$ cat config.mk
export PLATFORM = sky130hd
export DESIGN_NAME = psc_dev_flat
export DESIGN_NICKNAME = d
export VERILOG_FILES = /design/src/psc_pkg.sv /design/src/psc_if.sv /design/src/psc_dev.sv /design/src/flat_wrapper.sv
export VERILOG_INCLUDE_DIRS = /design/src
export SDC_FILE = /design/constraint.sdc
export NUM_CORES = 1
export LEC_CHECK = 0
export ABC_AREA = 1
export BUFFER_PORTS_ARGS = -buffer_cell sky130_fd_sc_hd__buf_2
export CORE_ASPECT_RATIO = 1.1
export CORE_MARGIN = 3
export CORE_UTILIZATION = 55
export DETAILED_ROUTE_END_ITERATION = 7
export GPL_TIMING_DRIVEN = 0
export PLACE_DENSITY = 0.77
export SETUP_SLACK_MARGIN = 0.4
export SLEW_MARGIN = 20
export SYNTH_ARGS = -nofsm -noshare
export SYNTH_HDL_FRONTEND = slang
export SYNTH_SLANG_ARGS = --single-unit
$ cat constraint.sdc
create_clock -name clk_i -period 2.64 [get_ports clk_i]
set_clock_uncertainty 0.1 [all_clocks]
set_input_delay 0.264 -clock clk_i [delete_from_list [all_inputs] [get_ports clk_i]]
set_output_delay 0.264 -clock clk_i [all_outputs]
set_load 0.02 [all_outputs]
$ cat src/psc_regs.svh
`ifndef PSC_REGS_SVH
`define PSC_REGS_SVH

// sensor register map, byte addresses on the link
`define PSC_CTRL2_ADDR 8'h11
`define PSC_FIFO_CTRL_ADDR 8'h14
`define PSC_REF_LOW_ADDR 8'h15
`define PSC_REF_MID_ADDR 8'h16
`define PSC_REF_HIGH_ADDR 8'h17
`define PSC_OFS_LOW_ADDR 8'h18
`define PSC_OFS_HIGH_ADDR 8'h19
`define PSC_PWR_CFG_ADDR 8'h1A
`define PSC_INT_SRC_ADDR 8'h25

// reset values
`define PSC_FIFO_CTRL_RST 8'h00
`define PSC_CTRL2_RST 8'h10
`define PSC_PWR_CFG_RST 8'h00
`define PSC_REF_RST 24'h000000
`define PSC_OFS_RST 16'h0000

// field positions
`define PSC_WTM_MSB 4
`define PSC_WTM_LSB 0
`define PSC_MODE_MSB 7
`define PSC_MODE_LSB 5
`define PSC_CTRL2_BOOT_BIT 7
`define PSC_CTRL2_AUTOINC_BIT 4
`define PSC_CTRL2_SWRST_BIT 2
`define PSC_PWR_LC_BIT 0
`define PSC_PWR_RSVD_BIT 1
`define PSC_INT_BOOT_BIT 7
`define PSC_INT_IA_BIT 2
`define PSC_INT_PL_BIT 1
`define PSC_INT_PH_BIT 0

// trimming reload time
`define PSC_CLK_NS 10
`define PSC_BOOT_NS 2000
`define PSC_BOOT_CYC ((`PSC_BOOT_NS + `PSC_CLK_NS - 1) / `PSC_CLK_NS)

// host controller wishbone offsets and fields
`define PSC_WB_ADDR_OFS 4'h0
`define PSC_WB_WDATA_OFS 4'h4
`define PSC_WB_CTRL_OFS 4'h8
`define PSC_WB_STAT_OFS 4'hC
`define PSC_WB_GO_WR_BIT 0
`define PSC_WB_GO_RD_BIT 1
`define PSC_WB_CONT_BIT 2
`define PSC_WB_BUSY_BIT 0
`define PSC_WB_REFUSED_BIT 1
`define PSC_WB_RDATA_LSB 8

`endif

$ cat src/psc_pkg.sv
package psc_pkg;

  typedef enum logic [2:0] {
    psc_fm_bypass = 3'h0,
    psc_fm_fifo = 3'h1,
    psc_fm_stream = 3'h2,
    psc_fm_stream_to_fifo = 3'h3,
    psc_fm_bypass_to_stream = 3'h4,
    psc_fm_reserved = 3'h5,
    psc_fm_dynamic_stream = 3'h6,
    psc_fm_bypass_to_fifo = 3'h7
  } psc_fifo_mode_e;

  typedef enum logic [3:0] {
    psc_h_idle = 4'b0001,
    psc_h_rd = 4'b0010,
    psc_h_rmw = 4'b0100,
    psc_h_wr = 4'b1000
  } psc_hstate_e;

endpackage : psc_pkg

$ cat src/psc_if.sv
`timescale 1ns/1ns
// register link between host controller and sensor register bank
interface psc_if;
  logic req;
  logic start;
  logic we;
  logic [7:0] addr;
  logic [7:0] wdata;
  logic ack;
  logic [7:0] rdata;

  modport dev (input req, input start, input we, input addr, input wdata,
    output ack, output rdata);
  modport host (output req, output start, output we, output addr, output wdata,
    input ack, input rdata);
endinterface : psc_if

$ cat src/psc_dev.sv
`timescale 1ns/1ns
`include "psc_regs.svh"
// Notes on behaviour
// - three-bit fifo mode, resets to bypass
// - five-bit watermark level below mode field
// - reference pressure assembled from three bytes
// - reference pressure is auto-zero/auto-ref baseline
// - plain output is measured minus 256 times offset
// - host may store post-solder offset calibration
// - low-current enable bit 0, resets zero
// - host changes low-current only when powered down
// - low-current setting covers single and continuous
// - host writes zeros to bits 7..2
// - host preserves reserved bit 1 by rmw
// - bit 7 shows reboot phase running
// - bit 2 shows any interrupt event
// - bit 1 shows low differential event
// - bit 0 shows high differential event
// - address auto-increments, enable defaults one
// - soft reset restores control registers, self-clears
module psc_dev (
  input wire logic clk_i,
  input wire logic rst_i,
  input wire logic ce_i,
  psc_if.dev link,
  input wire logic [23:0] measured_press_i,
  input wire logic differential_irq_en_i,
  input wire logic auto_zero_i,
  input wire logic auto_ref_fn_i,
  input wire logic press_low_evt_i,
  input wire logic press_high_evt_i,
  output logic [23:0] pressure_output_o,
  output psc_pkg::psc_fifo_mode_e fifo_mode_o,
  output logic [4:0] watermark_level_o,
  output logic [23:0] ref_pressure_value_o,
  output logic low_current_en_o,
  output logic boot_busy_o
);

  logic [7:0] fifo_ctrl_r, fifo_ctrl_nxt;
  logic [23:0] ref_r, ref_nxt;
  logic [15:0] ofs_r, ofs_nxt;
  logic [7:0] pwr_r, pwr_nxt;
  logic [7:0] ctrl2_r, ctrl2_nxt;
  logic [7:0] ptr_r, ptr_nxt;
  logic ack_r, ack_nxt;
  logic [7:0] rdata_r, rdata_nxt;
  logic pl_r, pl_nxt;
  logic ph_r, ph_nxt;
  logic [7:0] boot_cnt_r, boot_cnt_nxt;
  logic [23:0] press_r, press_nxt;

  // decode helpers, all combinational
  logic take;
  logic [7:0] eff_addr;
  logic boot_busy;
  logic rd_int_src;


  // the boot count runs down from reset or a boot command; busy while
  // nonzero, and the same level feeds both status registers
  assign boot_busy = (boot_cnt_r != 8'h00);

  // register file: access decode, sticky event flags, boot timer, soft reset
  // the ack cycle doubles as a guard: req is still high then, so a take
  // there would run the same byte twice
  // the pointer is reloaded on every take, read or write, and steps only while auto-increment is set,
  // so a streamed read after a write continues from the written address plus one
  // soft reset leaves offset and power config alone; they hold calibration
  // and the power choice, which software must not lose on a restart
  always_comb begin
    fifo_ctrl_nxt = fifo_ctrl_r;
    ref_nxt = ref_r;
    ofs_nxt = ofs_r;
    pwr_nxt = pwr_r;
    ctrl2_nxt = ctrl2_r;
    ptr_nxt = ptr_r;
    rdata_nxt = rdata_r;
    boot_cnt_nxt = boot_busy ? boot_cnt_r - 8'h01 : boot_cnt_r;
    rd_int_src = 1'b0;
    // a request is taken once; the ack cycle blocks a second take
    take = link.req & ~ack_r;
    ack_nxt = take;
    eff_addr = link.start ? link.addr : ptr_r;
    if (take) begin
      ptr_nxt = eff_addr + {7'h00, ctrl2_r[`PSC_CTRL2_AUTOINC_BIT]};
      if (link.we) begin
        case (eff_addr)
          `PSC_FIFO_CTRL_ADDR: fifo_ctrl_nxt = link.wdata;
          `PSC_REF_LOW_ADDR: ref_nxt[7:0] = link.wdata;
          `PSC_REF_MID_ADDR: ref_nxt[15:8] = link.wdata;
          `PSC_REF_HIGH_ADDR: ref_nxt[23:16] = link.wdata;
          `PSC_OFS_LOW_ADDR: ofs_nxt[7:0] = link.wdata;
          `PSC_OFS_HIGH_ADDR: ofs_nxt[15:8] = link.wdata;
          `PSC_PWR_CFG_ADDR: pwr_nxt = link.wdata;
          `PSC_CTRL2_ADDR: begin
            // boot and reset bits are commands, never stored
            ctrl2_nxt = link.wdata;
            ctrl2_nxt[`PSC_CTRL2_BOOT_BIT] = 1'b0;
            ctrl2_nxt[`PSC_CTRL2_SWRST_BIT] = 1'b0;
            if (link.wdata[`PSC_CTRL2_BOOT_BIT]) begin
              boot_cnt_nxt = 8'(`PSC_BOOT_CYC);
            end
            if (link.wdata[`PSC_CTRL2_SWRST_BIT]) begin
              fifo_ctrl_nxt = `PSC_FIFO_CTRL_RST;
              ref_nxt = `PSC_REF_RST;
              ctrl2_nxt = `PSC_CTRL2_RST;
            end
          end
          default: ; // interrupt source and unmapped: write ignored
        endcase
      end else begin
        case (eff_addr)
          `PSC_FIFO_CTRL_ADDR: rdata_nxt = fifo_ctrl_r;
          `PSC_REF_LOW_ADDR: rdata_nxt = ref_r[7:0];
          `PSC_REF_MID_ADDR: rdata_nxt = ref_r[15:8];
          `PSC_REF_HIGH_ADDR: rdata_nxt = ref_r[23:16];
          `PSC_OFS_LOW_ADDR: rdata_nxt = ofs_r[7:0];
          `PSC_OFS_HIGH_ADDR: rdata_nxt = ofs_r[15:8];
          `PSC_PWR_CFG_ADDR: rdata_nxt = pwr_r;
          `PSC_CTRL2_ADDR: begin
            rdata_nxt = ctrl2_r;
            rdata_nxt[`PSC_CTRL2_BOOT_BIT] = boot_busy;
          end
          `PSC_INT_SRC_ADDR: begin
            rdata_nxt = 8'h00;
            rdata_nxt[`PSC_INT_BOOT_BIT] = boot_busy;
            rdata_nxt[`PSC_INT_IA_BIT] = pl_r | ph_r;
            rdata_nxt[`PSC_INT_PL_BIT] = pl_r;
            rdata_nxt[`PSC_INT_PH_BIT] = ph_r;
            rd_int_src = 1'b1;
          end
          default: rdata_nxt = 8'h00;
        endcase
      end
    end
    // reading the source clears it, but a same-cycle event still lands
    pl_nxt = press_low_evt_i | (pl_r & ~rd_int_src);
    ph_nxt = press_high_evt_i | (ph_r & ~rd_int_src);
  end

  // register file flops; a new power-up also runs the trimming reload
  // ce_i low freezes every register, including the boot count,
  // so a stalled clock enable stretches the reload in cycles
  always_ff @(posedge clk_i) begin
    if (rst_i) begin
      fifo_ctrl_r <= `PSC_FIFO_CTRL_RST;
      ref_r <= `PSC_REF_RST;
      ofs_r <= `PSC_OFS_RST;
      pwr_r <= `PSC_PWR_CFG_RST;
      ctrl2_r <= `PSC_CTRL2_RST;
      ptr_r <= 8'h00;
      ack_r <= 1'b0;
      rdata_r <= 8'h00;
      pl_r <= 1'b0;
      ph_r <= 1'b0;
      boot_cnt_r <= 8'(`PSC_BOOT_CYC);
    end else if (ce_i) begin
      fifo_ctrl_r <= fifo_ctrl_nxt;
      ref_r <= ref_nxt;
      ofs_r <= ofs_nxt;
      pwr_r <= pwr_nxt;
      ctrl2_r <= ctrl2_nxt;
      ptr_r <= ptr_nxt;
      ack_r <= ack_nxt;
      rdata_r <= rdata_nxt;
      pl_r <= pl_nxt;
      ph_r <= ph_nxt;
      boot_cnt_r <= boot_cnt_nxt;
    end
  end

  // pressure output path; differential mode leaves the raw value untouched when auto-zero and auto-ref are off
  // the offset is scaled by 256 by placing it above eight zero bits;
  // all subtractions wrap at 24 bits as the output is two's complement
  always_comb begin
    if (auto_zero_i | auto_ref_fn_i) begin
      press_nxt = measured_press_i - ref_r;
    end else if (!differential_irq_en_i) begin
      press_nxt = measured_press_i - {ofs_r, 8'h00};
    end else begin
      press_nxt = measured_press_i;
    end
  end

  always_ff @(posedge clk_i) begin
    if (rst_i) begin
      press_r <= 24'h000000;
    end else if (ce_i) begin
      press_r <= press_nxt;
    end
  end

  // link answers and configuration straight from flops
  assign link.ack = ack_r;
  assign link.rdata = rdata_r;
  assign pressure_output_o = press_r;

  // the mode field is cast as is, so the reserved code shows up as its own
  // enum value rather than being folded into bypass
  assign fifo_mode_o = psc_pkg::psc_fifo_mode_e'(fifo_ctrl_r[`PSC_MODE_MSB:`PSC_MODE_LSB]);
  assign watermark_level_o = fifo_ctrl_r[`PSC_WTM_MSB:`PSC_WTM_LSB];
  assign ref_pressure_value_o = ref_r;
  // one level feeds both acquisition modes, so no per-mode copy exists
  assign low_current_en_o = pwr_r[`PSC_PWR_LC_BIT];
  assign boot_busy_o = boot_busy;

endmodule : psc_dev

$ cat src/flat_wrapper.sv
// flat-port wrapper written by rule: the top's interface ports become plain ports
module psc_dev_flat 
  (clk_i, rst_i, ce_i, measured_press_i, differential_irq_en_i, auto_zero_i, auto_ref_fn_i, press_low_evt_i, press_high_evt_i, pressure_output_o, fifo_mode_o, watermark_level_o, ref_pressure_value_o, low_current_en_o, boot_busy_o, link_req, link_start, link_we, link_addr, link_wdata, link_ack, link_rdata);
  psc_if link_i ();
  input wire logic clk_i;
  input wire logic rst_i;
  input wire logic ce_i;
  input wire logic [23:0] measured_press_i;
  input wire logic differential_irq_en_i;
  input wire logic auto_zero_i;
  input wire logic auto_ref_fn_i;
  input wire logic press_low_evt_i;
  input wire logic press_high_evt_i;
  output logic [23:0] pressure_output_o;
  output psc_pkg::psc_fifo_mode_e fifo_mode_o;
  output logic [4:0] watermark_level_o;
  output logic [23:0] ref_pressure_value_o;
  output logic low_current_en_o;
  output logic boot_busy_o;
  input wire logic [$bits(link_i.req)-1:0] link_req;
  input wire logic [$bits(link_i.start)-1:0] link_start;
  input wire logic [$bits(link_i.we)-1:0] link_we;
  input wire logic [$bits(link_i.addr)-1:0] link_addr;
  input wire logic [$bits(link_i.wdata)-1:0] link_wdata;
  output wire logic [$bits(link_i.ack)-1:0] link_ack;
  output wire logic [$bits(link_i.rdata)-1:0] link_rdata;
  assign link_i.req = link_req;
  assign link_i.start = link_start;
  assign link_i.we = link_we;
  assign link_i.addr = link_addr;
  assign link_i.wdata = link_wdata;
  assign link_ack = link_i.ack;
  assign link_rdata = link_i.rdata;
  psc_dev u_core (.clk_i(clk_i), .rst_i(rst_i), .ce_i(ce_i), .link(link_i), .measured_press_i(measured_press_i), .differential_irq_en_i(differential_irq_en_i), .auto_zero_i(auto_zero_i), .auto_ref_fn_i(auto_ref_fn_i), .press_low_evt_i(press_low_evt_i), .press_high_evt_i(press_high_evt_i), .pressure_output_o(pressure_output_o), .fifo_mode_o(fifo_mode_o), .watermark_level_o(watermark_level_o), .ref_pressure_value_o(ref_pressure_value_o), .low_current_en_o(low_current_en_o), .boot_busy_o(boot_busy_o));
endmodule
==> flow_summary.yaml, run 1 <==
route:
  vias_per_cell: 5.602
  drcViolationCount: 0
  drtPass1Iterations: 6
  drt_wl_total_mm: 28.46
  wl_per_cell_um: 17.22
  vias: 9260
  drt-initial-drc-count: 1017
  drtAntennaViolNets: 0
timing:
  setup_viol: 0
  finalSetupTns_ns: 0
  post-route-min-period_ns: 2.175
  slew_headroom_pct: 40.90
  hold_viol: 0
  drv_slew: 0
  tightest_slew_ns: 0.8865
  grt_setup_unrepaired: "true"
  hold_ws_ns: 0.05359
  clock.fmax_mhz: 459.7
  period_share_pct: 82.39
yosys:
  synth_most_common_cell: "nand2_1"
  synth_top_area_cell: "dfxtp_1"
  synth_fp_nets: 1403
  yosys-top-cells-count: "nand2_1, nor2_1, inv_1, dfxtp_1"
  synth_cell_types: 41
  synth_area_um2: 8005
  synth_top_area_share_pct: 28.26
  synth_edf_count: 0
  synth_seq_area_share_pct: 28.26
  synthCells: 1309
  ys.flop_type: "dfxtp_1"
  ys_ff_latch: 113
  ys_top_cells_by_area: "dfxtp_1, nand2_1, nor2_1"
  ys_warn_count: 0
  postSynth.asyncResetShare_pct: 0
  avgSynthCellArea_um2: 6.115
grt:
  grt_overflow: 0
  grt_pass1_vias: 8353
  grt_max_degree: 17
  grt_pass1_wl_mm: 43.39
  track_usage_pct: 34.74
  antenna_found_initial: 0
setup_path:
  cp.buffers_inverters: 4
  worstSetupStartpointType: "register"
  worstSetupEndpointType: "register"
  critPathArrivalTime_ns: 2.39
  path_cells: "inv_1, o21ai_1, nand2_2, nor2_4, nand2_4, inv_2, nand2_1, nand2_2, inv_2, nand2_4, inv_2, o21ai_1, nor2_1"
  crit_top_cell: "inv_2"
  crit_type: "register to register"
  critPathSlowestCell: "dfxtp_1"
  cpLargestDelayFamily: "simple AND/OR/NAND/NOR gates"
  required_ns: 2.85
  max_stage_delay_ns: 0.30
  worstPathMaxFanout: 10
pwr:
  p_int_mw: 3.589
  cellPowerDensity_nw_per_um2: 528.5
  comb_power_share_pct: 17.9
  power_frac_clock_pct: 47.3
  pwr-share-seq_pct: 34.8
  ir_drop_mv: 0.4154
  leakagePower_nw: 4.764
  sw_frac_of_total_pct: 30.39
  switchingPower_mw: 1.567
cts:
  cts.sinks: 113
  clkSlewWorstSetupHoldPaths_ns: 0.06
  cts_tree: "done"
  cts_buffers: 17
  cts_max_level: 4
  clock-root-buffer: "clkbuf_16"
  clk_latency_ns: 0.42
  clock_path_buffers: 2
die:
  fp.dieW_um: 121.0
  ioPinCount: 118
  start_util_pct: 57.10
  core_area_um2: 14020
  rows: 45
  fp.dieArea_um2: 16040
  fp.dieH_um: 132.5
cells_and_area:
  drive_above_1_share_pct: 17.75
  nets: 1546
  fin_cells: 1653
  n_antenna_cell: 0
  n_fill_cell: 1271
  syn2layout_area_growth_pct: 21.88
placement:
  dp_cells: 1612
  numPortBuffers: 115
  dp_hpwl_mm: 21.76
  gp_congestion: 0.9522
run_status:
  status: "completed"
flow_run:
  cap_violations: 0
hold_path:
  min_path_type: "input pin to register"
-- cells by family (layout without fill, tap and decap cells) --
| group | Yosys count | in the layout | share of synthesized area, % |
|---|---|---|---|
| buf+inv | 227 | 383 | 11.08 |
| compound gates | 261 | 261 | 17.57 |
| xor+xnor | 17 | 17 | 1.860 |
| fa+ha+maj | 43 | 43 | 6.908 |
| flops | 113 | 113 | 28.26 |
| simple gates | 648 | 648 | 34.32 |
-- state kept, by name, summed over array words and instances, names as in the netlist, 6 cells and up --
signal / cells
u_core.boot_cnt_r: 8
u_core.ref_pressure_value_o: 24
u_core.link.rdata: 8
u_core.ptr_r: 8
u_core.ofs_r: 16
u_core.ctrl2_r: 6
u_core.fifo_ctrl_r: 8
u_core.pwr_r: 8
u_core.pressure_output_o: 24
-- cell usage in the layout, fill, tap and decap left out, types with 9 or more instances in the layout --
cell type | synthesis | final
nand3_1 | 110 | 109
dfxtp_2 | 0 | 9
o211ai_1 | 11 | 11
buf_4 | 3 | 9
nor3_1 | 13 | 11
nand2_1 | 296 | 285
nor2_1 | 188 | 179
ha_1 | 41 | 27
dfxtp_1 | 113 | 103
clkbuf_1 | 24 | 24
o21ai_1 | 11 | 13
nand2_2 | 3 | 14
clkbuf_16 | 0 | 17
nor2_2 | 6 | 14
xor2_1 | 9 | 9
o21ai_0 | 101 | 97
nand4_1 | 9 | 9
inv_1 | 181 | 181
buf_2 | 7 | 122
a21oi_1 | 110 | 107
-- power by group through the flow --
stage               Clock (mW)  Combinational [mW]  Sequential (mW)
floorplan                    0               0.540             1.86
global placement             0               0.843             1.83
detailed placement           0               0.851             1.83
CTS                       2.44               0.862             1.79
global route              2.53                1.02             1.80
finish                    2.44               0.923             1.79
-- metal layers --
| layer | vias to the layer above | wire length, um | GRT usage (%) | part of all wire [%] |
|---|---|---|---|---|
| li1 | 4519 | - | - | - |
| met1 | 4147 | 11590 | 45.66 | 41 |
| met2 | 486 | 12570 | 53.01 | 44 |
| met3 | 108 | 2881 | 8.593 | 10 |
| met4 | 0 | 1418 | 17.13 | 5.0 |
| met5 | - | 0 | 0 | 0 |
-- metrics by stage --
stage | worst slack, ns | util (%) | power (mW) | instance area (um^2)
3_3_place_gp | 0.03279 | 62.88 | 2.672 | 8816
6_report | 0.4648 | 69.59 | 5.157 | 9757
2_1_floorplan | 0.6198 | - | 2.403 | 8005
4_1_cts | 0.4333 | 67.60 | 5.098 | 9478
3_5_place_dp | 0.05807 | 62.88 | 2.681 | 8816
5_1_grt | 0.3097 | 69.59 | 5.343 | 9757
-- worst reg2reg max path, stage by stage, from the launching register on --
cell and delay (ns):
dfxtp_1 0.30, inv_1 0.05, o21ai_1 0.24, nand2_2 0.18
nor2_4 0.21, nand2_4 0.15, inv_2 0.10, nand2_1 0.07
nand2_2 0.17, inv_2 0.10, nand2_4 0.13, inv_2 0.09
o21ai_1 0.13, nor2_1 0.05
-- path summary, 6_finish.rpt --
kind / startpoint / endpoint / slack [ns] / cells after the start
hold / removal: measured_press_i[4] / u_core.pressure_output_o[4]$_SDFFE_PP0P_ / 0.05 / 3
setup reg to reg: u_core.ptr_r[0]$_SDFFE_PP0P_ / u_core.ref_pressure_value_o[20]$_SDFFE_PP0P_ / 0.46 / 13
hold reg to reg: u_core.pwr_r[4]$_SDFFE_PP0P_ / u_core.pwr_r[4]$_SDFFE_PP0P_ / 0.35 / 2
setup / recovery: u_core.ptr_r[0]$_SDFFE_PP0P_ / u_core.ref_pressure_value_o[20]$_SDFFE_PP0P_ / 0.46 / 13
-- final cells by class --
| cell class | count | area [um^2] | share of cell area, % |
|---|---|---|---|
| clock buffer | 18 | 439.2 | 4.501 |
| inverter | 190 | 713.2 | 7.310 |
| buffer | 37 | 173.9 | 1.783 |
| timing repair buffer | 124 | 660.6 | 6.771 |
| tap | 188 | 235.2 | 2.411 |
| multi-input combinational | 969 | 5081 | 52.08 |
| sequential | 113 | 2277 | 23.34 |
| clock inverter | 14 | 176.4 | 1.808 |
-- repair_timing --
action / in CTS / in global routing
setup endpoints to repair: 20 / 50
pin swaps: 0 / 8
setup buffers: 0 / 7
endpoints found under the hold margin: 2 / 0
resized for setup: 6 / 57
hold buffers: 2 / 0
Power figures use the tool's default switching activity.
==> run 2, diff against run 1 <==
CORE_UTILIZATION = 53   (was 55)
PLACE_DENSITY = 0.78   (was 0.77)
clock period = 1.9 ns   (was 2.64 ns; I/O delays follow)
==> run 2 against run 1 <==
  * The flow now stops in 5_1_grt
  * Area after synthesis did not move
  * Synthesized cell count did not move
==> flow_summary.yaml, run 2 <==
yosys:
  yosys-top-cells-count: "nand2_1, nor2_1, inv_1, dfxtp_1"
  synth_area_um2: 8005
  ys_ff_latch: 113
  synth_seq_area_share_pct: 28.26
  ys_warn_count: 0
  synth_edf_count: 0
  avgSynthCellArea_um2: 6.115
  synth_cell_types: 41
  synthCells: 1309
  synth_top_area_share_pct: 28.26
  postSynth.asyncResetShare_pct: 0
  synth_most_common_cell: "nand2_1"
  synth_fp_nets: 1403
  synth_top_area_cell: "dfxtp_1"
  ys_top_cells_by_area: "dfxtp_1, nand2_1, nor2_1"
  ys.flop_type: "dfxtp_1"
die:
  rows: 46
  fp.dieH_um: 134.9
  ioPinCount: 118
  start_util_pct: 54.76
  fp.dieW_um: 123.2
placement:
  numPortBuffers: 115
  dp_hpwl_mm: 22.61
  gp_congestion: 0.9632
  placed_cell_area_um2: 9669
cts:
  cts.sinks: 113
  clock-root-buffer: "clkbuf_16"
  clock_path_buffers: 2
  cts_max_level: 4
  cts_buffers: 17
run_status:
  status: "did not finish"
  error_line: "[ERROR GRT-0232] Routing congestion too high. Check the congestion heatmap in the GUI."
  failed_stage: "5_1_grt"
grt:
  grt_max_degree: 17
  track_usage_pct: 80.40
  grt_overflow: 91
timing:
  worst_endpoint: "u_core.pressure_output_o[20]$_SDFFE_PP0P_/D"
  endpoint_type: "register input"
==> run 2: metal layers <==
| layer | global-route usage, % | overflow |
|---|---|---|
| met1 | 79.56 | 5 |
| met2 | 92.81 | 53 |
| met3 | 70.47 | 6 |
| met4 | 80.49 | 27 |
| met5 | 35.94 | 0 |
==> run 2: what timing repair did <==
| action | CTS |
|---|---|
| gates cloned | 11 |
| hold buffers | 7 |
| endpoints found under the setup margin | 112 |
| buffers inserted | 84 |
| pin swaps | 149 |
| gates resized for setup | 401 |
| hold endpoints to repair | 7 |
==> run 2: cells by family after synthesis <==
logic type / after synthesis / synth area share, %
AOI/OAI and AO/OA: 261 / 17.57
xor gates and xnor gates: 17 / 1.860
adders and majority gates: 43 / 6.908
buffers and inverters: 227 / 11.08
DFF: 113 / 28.26
and+or+nand+nor: 648 / 34.32
==> run 2: per-stage QoR <==
| stage | setup WS [ns] | util, % | hold slack (ns) | TNS (ns) | std cells |
|---|---|---|---|---|---|
| after CTS | -0.03049 | 85.29 | 0.0002826 | -0.04377 | 1750 |
| after detailed placement | -0.4036 | 66.14 | 0.3471 | -21.05 | 1616 |
| after global placement | -0.4035 | 66.14 | 0.3362 | -18.95 | 1616 |
| after floorplan | 0.09235 | - | 0.2191 | 0 | 1309 |
==> run 3, diff against run 2 <==
CORE_ASPECT_RATIO = default   (was 1.1)
CORE_UTILIZATION = 40   (was 53)
PLACE_DENSITY = default   (was 0.78)
PLACE_DENSITY_LB_ADDON = 0.15   (was default)
SETUP_SLACK_MARGIN = default   (was 0.4)
clock period = 2.5 ns   (was 1.9 ns; I/O delays follow)
==> run 3 against run 2 <==
  * The run now ends clean
==> flow_summary.yaml, run 3 (same netlist as run 1, synthesis figures left out) <==
pwr:
  total_power_mw: 5.242
  leakagePower_nw: 4.685
  ir_drop_mv: 0.5055
  cellPowerDensity_nw_per_um2: 550.6
timing:
  clock.fmax_mhz: 426.3
  post-route-min-period_ns: 2.346
  slew_headroom_pct: 40.18
  drv_slew: 0
  hold_viol: 0
  grt_setup_unrepaired: "false"
  tightest_slew_ns: 0.8974
  period_share_pct: 93.83
  setup_viol: 0
run_status:
  status: "completed"
setup_path:
  r2r_slack_ns: 0.15
  required_ns: 2.76
  cp.buffers_inverters: 1
  worstPathMaxFanout: 4
  ff2ff_path_depth: 14
  critPathSlowestCell: "fa_1"
  r2r-start: "u_core.ref_pressure_value_o[0]$_SDFFE_PP0P_"
  crit_start: "u_core.ref_pressure_value_o[0]$_SDFFE_PP0P_"
  crit_top_cell: "nand2_1"
  path_cells: "ha_1, inv_1, fa_1, nand2_1, nand2_1, nand3_1, nand2_1, nand3_1, nand2_1, nand2_1, nand2_1, nand2_1, nand3_1, a21oi_1"
  critPathArrivalTime_ns: 2.61
  max_stage_delay_ns: 0.41
  worstSetupStartpointType: "register"
  r2r-end: "u_core.pressure_output_o[18]$_SDFFE_PP0P_"
  crit_type: "register to register"
  cpLargestDelayFamily: "simple AND/OR/NAND/NOR gates"
  worstSetupEndpointType: "register"
die:
  core_area_um2: 19590
  rows: 51
  start_util_pct: 40.86
  fp.dieH_um: 147.5
  ioPinCount: 118
  fp.dieArea_um2: 21750
  fp.dieW_um: 147.5
placement:
  gp_congestion: 0.9722
  numPortBuffers: 115
  dp_hpwl_mm: 23.56
hold_path:
  hp-start: "measured_press_i[4]"
  min_to: "u_core.pressure_output_o[4]$_SDFFE_PP0P_"
  min_path_type: "input pin to register"
  holdPathStages: 3
cells_and_area:
  final_common_cell: "nand2_1"
  n_antenna_cell: 0
  nets: 1539
  layout_common_cells: "nand2_1, nor2_1, inv_1"
  syn2layout_area_growth_pct: 18.93
  drive_above_1_share_pct: 13.92
  final_core_util_pct: 48.60
route:
  drtAntennaViolNets: 0
  vias_per_cell: 5.245
  drcViolationCount: 0
  drt_wl_total_mm: 30.12
  vias: 9037
  drtPass1Iterations: 6
  wl_per_cell_um: 17.48
  drt-initial-drc-count: 807
cts:
  cts_buffers: 17
  clkSlewWorstSetupHoldPaths_ns: 0.07
  clk_latency_ns: 0.42
  clock_path_buffers: 2
  cts_max_level: 4
  cts.sinks: 113
  clock-root-buffer: "clkbuf_16"
  cts_tree: "done"
grt:
  grt_overflow: 0
  grt_pass1_wl_mm: 46.09
  use_met3_pct: 4.782
  antenna_found_initial: 0
  grt_use_met2_pct: 42.65
  grt_pass1_vias: 8345
  gr-max-usage-layer: "met2"
  grt_max_degree: 17
  track_usage_pct: 27.31
  use_met1_pct: 38.64
flow_run:
  cap_violations: 0
## run 3: metrics by stage
step	worst slack [ns]	hold slack (ns)	instances	TNS, ns	instance area, um^2
finish	0.1543	0.03310	1723	0	9520
global route	0.004195	0.05445	1723	0	9520
CTS	0.1497	0.02905	1723	0	9497
detailed placement	-0.2284	0.3404	1689	-3.290	8912
global placement	-0.2382	0.3324	1689	-3.598	8912
floorplan	0.4798	0.2791	1309	0	8005
## run 3: worst register-to-register path, cell delays in order (launching register included)
cell	delay [ns]
dfxtp_1	0.40
ha_1	0.17
inv_1	0.07
fa_1	0.41
nand2_1	0.08
nand2_1	0.10
nand3_1	0.08
nand2_1	0.13
nand3_1	0.11
nand2_1	0.11
nand2_1	0.13
nand2_1	0.06
nand2_1	0.05
nand3_1	0.10
a21oi_1	0.16
## run 3: layer usage
metal | wire length [um] | share of wire (%) | vias up
li1 | - | - | 4510
met1 | 14100 | 47 | 4134
met2 | 13070 | 43 | 345
met3 | 2205 | 7.3 | 48
met4 | 748 | 2.5 | 0
met5 | 0 | 0 | -
## run 3: repair_timing
action	CTS	global route
cloned	0	0
hold buffers	2	0
endpoints found under the hold margin	2	0
buffers inserted	0	0
endpoints found under the setup margin	8	9
gates resized for setup	1	5
## run 3: worst max path at each step
stage	endpoint	slack [ns]	cells after the start
2_1_floorplan	u_core.pressure_output_o[14]$_SDFFE_PP0P_	0.48	12
3_3_place_gp	u_core.ref_pressure_value_o[2]$_SDFFE_PP0P_	-0.24	10
3_5_place_dp	u_core.ref_pressure_value_o[2]$_SDFFE_PP0P_	-0.23	10
4_1_cts	u_core.pressure_output_o[22]$_SDFFE_PP0P_	0.15	13
5_1_grt	u_core.pressure_output_o[22]$_SDFFE_PP0P_	0.004	13
6_report	u_core.pressure_output_o[18]$_SDFFE_PP0P_	0.15	14
## run 3: layout make-up
type                            count  area [um^2]
Timing Repair Buffer              117        595.6
Clock buffer                       17        425.4
Multi-Input combinational cell    969         4882
Tap cell                          265        331.6
Sequential cell                   113         2262
Buffer                             37        173.9
Clock inverter                     15        136.4
Inverter                          190        713.2
Fill cell                        2115        10070
## run 3: where the power goes
part	internal, mW	switching, mW
registers	1.86	0.0363
logic	0.298	0.643
clock network	1.32	1.09
